==> config.mk <==
export PLATFORM = sky130hd
export DESIGN_NAME = twes_event_status
export DESIGN_NICKNAME = d
export VERILOG_FILES = /design/src/twes_pkg.sv /design/src/twes_event_status.sv
export VERILOG_INCLUDE_DIRS = /design/src /design/src/src
export SDC_FILE = /design/constraint.sdc
export NUM_CORES = 1
export LEC_CHECK = 0
export BUFFER_PORTS_ARGS = -buffer_cell sky130_fd_sc_hd__buf_2
export CORE_AREA = 2 2 57 98
export DETAILED_ROUTE_END_ITERATION = 7
export DIE_AREA = 0 0 59 100
export HOLD_SLACK_MARGIN = 0.05
export PLACE_DENSITY = 0.8
export SYNTH_ARGS = -nofsm -noshare
export SYNTH_HDL_FRONTEND = slang
export SYNTH_SLANG_ARGS = --single-unit
==> constraint.sdc <==
create_clock -name clk -period 3.3 [get_ports clk]
set_input_delay 0.33 -clock clk [delete_from_list [all_inputs] [get_ports clk]]
set_output_delay 0.33 -clock clk [all_outputs]
set_load 0.05 [all_outputs]
==> src/twes_params.svh <==
// Offsets, field positions, reset values and masks of the serial event status block
`ifndef TWES_PARAMS_SVH
`define TWES_PARAMS_SVH

// ****************************************************************
// Register offsets (byte addresses on the internal register bus)
// ****************************************************************
`define TWES_ADDR_W           20
`define TWES_STATUS_OFFSET    20'h1d11c
`define TWES_ENABLE_OFFSET    20'h1d120
`define TWES_SET_OFFSET       20'h1d124

// ****************************************************************
// Field positions
// ****************************************************************
`define TWES_OUTBOX_DRAINED   6
`define TWES_INBOX_FILLED     7
`define TWES_BOOT_FAILED      14
`define TWES_BOOT_DONE        15
`define TWES_TGT_ERROR        20
`define TWES_TGT_WRITE        21
`define TWES_TGT_READ         22
`define TWES_TGT_DONE         23
`define TWES_INI_DIAG         24
`define TWES_INI_ARB_LOST     27
`define TWES_INI_TIMEOUT      28
`define TWES_INI_REFUSED      29
`define TWES_INI_ARB_TIMEOUT  30
`define TWES_INI_DONE         31

// ****************************************************************
// Reset values and implemented-bit mask
// ****************************************************************
`define TWES_STATUS_RESET     32'h0000_0000
`define TWES_ENABLE_RESET     32'h0000_0000
`define TWES_IMPL_MASK        32'hf9f0_c0c0

`endif

==> src/twes_pkg.sv <==
// Types shared by the serial event status block
package twes_pkg;

  // ****************************************************************
  // Event pulses from the engines, one cycle each
  // ****************************************************************
  typedef struct packed {
    logic outbox_read;
    logic outbox_loaded;
    logic inbox_write;
    logic boot_fail;
    logic boot_ok;
    logic boot_disabled;
    logic tgt_abort;
    logic tgt_wdata_write;
    logic tgt_rdata_read;
    logic tgt_ok;
    logic ini_diag;
    logic ini_arb_lost;
    logic ini_timeout;
    logic ini_nack;
    logic ini_arb_timeout;
    logic ini_ok;
  } twes_events_s;

  // ****************************************************************
  // Internal register bus request
  // ****************************************************************
  typedef struct packed {
    logic        sel;
    logic        wr;
    logic [19:0] addr;
    logic [31:0] wdata;
  } twes_bus_req_s;

  typedef logic [31:0] twes_word_t;

endpackage : twes_pkg

==> src/twes_event_status.sv <==
// Serial event status, enable and set registers with interrupt request
//
// Overview of operation
// - Any flag set with its enable set drives the interrupt request high.
// - Flags latch regardless of enable; disabled flags raise no request.
// - Registers reachable only from the internal register bus port.
// - Soft reset zeroes all flags; only fresh events after release set them.
// - Bit 6 sets on external outbox read if software had loaded it.
// - Bit 7 sets when an external master writes the incoming mailbox.
// - Bit 14 sets when boot load fails.
// - Bit 15 sets on boot load success or when boot load was disabled.
// - Bit 20 sets when a target access aborts with error.
// - Bit 21 sets on external write-data access, only if writes permitted.
// - Bit 22 sets on external read-data access, only if reads permitted.
// - Bit 23 sets when a target access ends without error.
// - Bit 24 sets on an initiator diagnostic event.
// - Bit 27 sets on arbitration loss after the address phase.
// - Bit 28 sets on clock-low, byte or transaction timeout.
// - Bit 29 sets on a refused address or data byte.
// - Bit 30 sets when the bus arbitration timeout expires.
// - Bit 31 sets when an initiator transaction completes cleanly.
// - Arb-lost, timeout and refused flags may set with boot failure.
// - Writing one clears a flag, zero keeps it; software reads first.
// - Per-bit enable register with the status layout gates the request.
// - Set register forces a flag's events; forced flags show even when the event is blocked.
`include "twes_params.svh"
module twes_event_status (
  input  wire logic                   clk,
  input  wire logic                   rst_n,
  input  wire logic                   block_soft_reset,
  input  wire logic                   slave_write_permit,
  input  wire logic                   slave_read_permit,
  input  wire twes_pkg::twes_events_s ev,
  input  wire twes_pkg::twes_bus_req_s bus_req,
  output logic                        bus_ack,
  output logic [31:0]                 bus_rdata,
  output logic                        serial_irq
);

  // ****************************************************************
  // Helpers
  // ****************************************************************
  function automatic logic hit(input logic [19:0] a, input logic [19:0] off);
    hit = bus_req.sel && (a == off);
  endfunction : hit

  // ****************************************************************
  // State
  // ****************************************************************
  logic [31:0] serial_event_status_reg;
  logic [31:0] serial_event_status_next;
  logic [31:0] enable_reg;
  logic [31:0] enable_next;
  logic        outbox_loaded_reg;
  logic        outbox_loaded_next;
  logic        bus_ack_reg;
  logic        bus_ack_next;
  logic [31:0] rdata_reg;
  logic [31:0] rdata_next;
  logic        irq_reg;
  logic        irq_next;
  logic [31:0] raw_events;
  logic [31:0] forced;
  logic [31:0] clr;

  // ****************************************************************
  // Event collection
  // ****************************************************************
  always_comb begin
    raw_events = 32'h0000_0000;
    raw_events[`TWES_OUTBOX_DRAINED]  = ev.outbox_read &&
                                        (outbox_loaded_reg || ev.outbox_loaded);
    raw_events[`TWES_INBOX_FILLED]    = ev.inbox_write;
    raw_events[`TWES_BOOT_FAILED]     = ev.boot_fail;
    raw_events[`TWES_BOOT_DONE]       = ev.boot_ok || ev.boot_disabled;
    raw_events[`TWES_TGT_ERROR]       = ev.tgt_abort;
    raw_events[`TWES_TGT_WRITE]       = ev.tgt_wdata_write && slave_write_permit;
    raw_events[`TWES_TGT_READ]        = ev.tgt_rdata_read && slave_read_permit;
    raw_events[`TWES_TGT_DONE]        = ev.tgt_ok;
    raw_events[`TWES_INI_DIAG]        = ev.ini_diag;
    // Engine may pulse these alongside boot failure; each is simply latched
    raw_events[`TWES_INI_ARB_LOST]    = ev.ini_arb_lost;
    raw_events[`TWES_INI_TIMEOUT]     = ev.ini_timeout;
    raw_events[`TWES_INI_REFUSED]     = ev.ini_nack;
    raw_events[`TWES_INI_ARB_TIMEOUT] = ev.ini_arb_timeout;
    raw_events[`TWES_INI_DONE]        = ev.ini_ok;
  end

  // ****************************************************************
  // Register bus decode and next state
  // ****************************************************************
  always_comb begin
    forced   = 32'h0000_0000;
    clr      = 32'h0000_0000;
    enable_next = enable_reg;
    outbox_loaded_next = outbox_loaded_reg;
    if (ev.outbox_loaded) begin
      outbox_loaded_next = 1'b1;
    end else if (ev.outbox_read) begin
      outbox_loaded_next = 1'b0;
    end
    // Only the internal bus port reaches these registers
    if (bus_req.wr && hit(bus_req.addr, `TWES_STATUS_OFFSET)) begin
      clr = bus_req.wdata & `TWES_IMPL_MASK;
    end
    if (bus_req.wr && hit(bus_req.addr, `TWES_ENABLE_OFFSET)) begin
      enable_next = bus_req.wdata & `TWES_IMPL_MASK;
    end
    if (bus_req.wr && hit(bus_req.addr, `TWES_SET_OFFSET)) begin
      // No underlying-event masking exists here, so every forced bit shows
      forced = bus_req.wdata & `TWES_IMPL_MASK;
    end
    // Set wins over a same-cycle clear so no event is lost
    serial_event_status_next = ((serial_event_status_reg & ~clr) | raw_events | forced)
                               & `TWES_IMPL_MASK;
    if (block_soft_reset) begin
      serial_event_status_next = `TWES_STATUS_RESET;
      outbox_loaded_next = 1'b0;
    end
    irq_next = |(serial_event_status_next & enable_next);
    bus_ack_next = bus_req.sel;
    rdata_next = 32'h0000_0000;
    if (bus_req.sel && !bus_req.wr) begin
      if (hit(bus_req.addr, `TWES_STATUS_OFFSET)) begin
        rdata_next = serial_event_status_reg;
      end else if (hit(bus_req.addr, `TWES_ENABLE_OFFSET)) begin
        rdata_next = enable_reg;
      end else begin
        rdata_next = 32'h0000_0000;
      end
    end
  end

  // ****************************************************************
  // Registers
  // ****************************************************************
  always_ff @(posedge clk) begin
    if (!rst_n) begin
      serial_event_status_reg <= `TWES_STATUS_RESET;
      enable_reg              <= `TWES_ENABLE_RESET;
      outbox_loaded_reg       <= 1'b0;
      bus_ack_reg             <= 1'b0;
      rdata_reg               <= 32'h0000_0000;
      irq_reg                 <= 1'b0;
    end else begin
      serial_event_status_reg <= serial_event_status_next;
      enable_reg              <= enable_next;
      outbox_loaded_reg       <= outbox_loaded_next;
      bus_ack_reg             <= bus_ack_next;
      rdata_reg               <= rdata_next;
      irq_reg                 <= irq_next;
    end
  end

  assign bus_ack    = bus_ack_reg;
  assign bus_rdata  = rdata_reg;
  assign serial_irq = irq_reg;

endmodule : twes_event_status

==> flow_summary.json <==
{
  "nets": 390,
  "setup_ws_ns": 0.839,
  "vias": 2021,
  "netlist_instances": 245,
  "fin_crit_sh_pct": 74.6,
  "syn_area_per_cell_um2": 9.28,
  "ant_nets": 0,
  "vias_per_cell": 5.45,
  "clockBufferDepth": 2,
  "leakage_nw": 1.19,
  "p_per_area_nw_per_um2": 391,
  "cp_max_fo": 15,
  "fillers": 507,
  "timing.fmax_mhz": 406,
  "path_clk_slew_ns": 0.09,
  "dp_hpwl_um": 4250,
  "wl_um": 5730,
  "fin_crit_ns": 2.46,
  "postCtsHoldBufs": 0,
  "boundaryPins": 109,
  "cts_tree": "done",
  "drv_cap": 0,
  "arrival_ns": 2.65,
  "final_cell_mix": "buf_2, dfxtp_1, nor2_1",
  "antennaDiodeCount": 0,
  "tightest_slew_ns": 0.595,
  "async_flop_share_pct": 0,
  "htreeDepth": 2,
  "relSlewSlack_pct": 60.0,
  "wl_per_cell_um": 15.4,
  "detailedPlace.worstSlack_ns": 0.554,
  "post-cts-setup-buffer-count": 0,
  "core_um2": 5170,
  "yosysUniqueCellTypes": 45,
  "initial_core_util_pct": 44.0,
  "skew_ns": 0.00335,
  "port_buffers": 72,
  "gp_congestion": 0.795,
  "drive_gt1_share_pct": 31.6,
  "reg2reg_slack_ns": 1.77,
  "rsz0062_at_grt": "false",
  "seq_area_frac_synth_pct": 39.6,
  "synth_edf_count": 0,
  "grt_pass1_wl_um": 9290,
  "clkSinkCount": 45,
  "cp-start-kind": "input port",
  "die_h_um": 100,
  "yosys_warnings": 0,
  "antenna_found_initial": 0,
  "grt_max_degree": 19,
  "die_w_um": 59,
  "std_cell_rows": 35,
  "drtIter0Drc": 88,
  "worstSetupEndpointType": "register",
  "timing.final.hold_violations": 0,
  "peakVddDrop_uv": 245,
  "syn_to_final_growth_pct": 17.8,
  "hold_class": "in -> reg",
  "grt_usage_pct": 20.7,
  "status": "finished clean",
  "ys.flop_type": "dfxtp_1",
  "drc": 0,
  "cts_resized": 0,
  "root_buffer": "clkbuf_8",
  "numCtsBuffers": 5,
  "synth_area_um2": 2270,
  "totalPowerFinal_w": 0.00105,
  "final_common_cell": "buf_2",
  "dr.pass1.iters": 5,
  "critPathKind": "in -> reg",
  "yosys_register_bits": 45,
  "clock_latency_ns": 0.30,
  "setup_viol": 0,
  "grt_pass1_vias": 2105,
  "crit_required_ns": 3.49,
  "slew_viol_final": 0,
  "overflow": 0,
  "setup_tns_ns": 0,
  "fp.dieArea_um2": 5900
}
-- area by class of cell --
cell class | count | area (µm²) | area share, %
timing repair buffer | 75 | 383 | 14.3
tap | 55 | 68.8 | 2.57
clock buffer | 5 | 68.8 | 2.57
inverter | 9 | 33.8 | 1.26
sequential | 45 | 901 | 33.6
clock inverter | 3 | 21.3 | 0.794
multi-input combinational | 179 | 1200 | 44.9
-- critical path, stage by stage --
cell and delay [ns]:
buf_2 0.09, and4bb_1 0.30, nand4_4 0.27, nor4_4 0.60
a21boi_0 0.24, o21bai_1 0.29, o2111ai_1 0.17, o311a_1 0.36
-- synth_stat cells, types with 5 or more instances --
| library cell | instances | area (µm²) |
|---|---|---|
| dfxtp_1 | 45 | 901 |
| nor2_1 | 30 | 113 |
| buf_4 | 18 | 135 |
| a22oi_1 | 15 | 113 |
| nand2_1 | 15 | 56.3 |
| nor2b_1 | 13 | 81.3 |
| inv_1 | 9 | 33.8 |
| mux2i_1 | 9 | 90.1 |
| nand3_1 | 9 | 45.0 |
| clkbuf_1 | 7 | 26.3 |
| a21boi_0 | 6 | 45.0 |
| and2_1 | 6 | 37.5 |
| o21bai_1 | 6 | 45.0 |
| o41ai_1 | 6 | 52.6 |
| mux2_2 | 5 | 56.3 |
-- per-layer routing --
metal / routed length, µm / GRT usage [%] / up-vias / part of all wire, %
met3: 269 / 3.61 / 16 / 4.7
met2: 3100 / 37.9 / 77 / 54
met4: 260 / 13.8 / 0 / 4.5
met1: 2100 / 20.2 / 948 / 37
met5: 0 / 0 / - / 0
li1: - / - / 980 / -
-- through the flow --
stage          hold slack [ns]  instance area, µm²  util (%)  cells
2_1_floorplan            0.446                2340         -    262
3_3_place_gp             0.459                2590      50.1    363
3_5_place_dp             0.466                2590      50.1    363
4_1_cts                  0.243                2680      51.8    371
5_1_grt                  0.274                2680      51.8    371
6_report                 0.243                2680      51.8    371
-- worst paths after layout --
path,depth (start not counted),end,start
setup / recovery,8,serial_irq$_SDFF_PN0_,bus_req[45]
hold reg to reg,2,outbox_loaded_reg$_SDFFE_PP0P_,outbox_loaded_reg$_SDFFE_PP0P_
hold / removal,3,outbox_loaded_reg$_SDFFE_PP0P_,ev[14]
setup reg to reg,6,serial_irq$_SDFF_PN0_,outbox_loaded_reg$_SDFFE_PP0P_
-- power by group --
part           switching, W  total (W)  internal [W]
Clock              0.000196   0.000346      0.000150
Combinational     0.0000995   0.000144     0.0000448
Sequential       0.00000469   0.000556      0.000552
Total              0.000300    0.00105      0.000747
-- cell families after synthesis --
group | Yosys count | synth area share, %
AND/OR/NAND/NOR | 91 | 23.3
other | 1 | 0.165
buffers and inverters | 38 | 10.3
AO/OA/AOI/OAI | 56 | 20.2
multiplexers | 14 | 6.44
flip-flops | 45 | 39.6
Power figures use the tool's default switching activity.
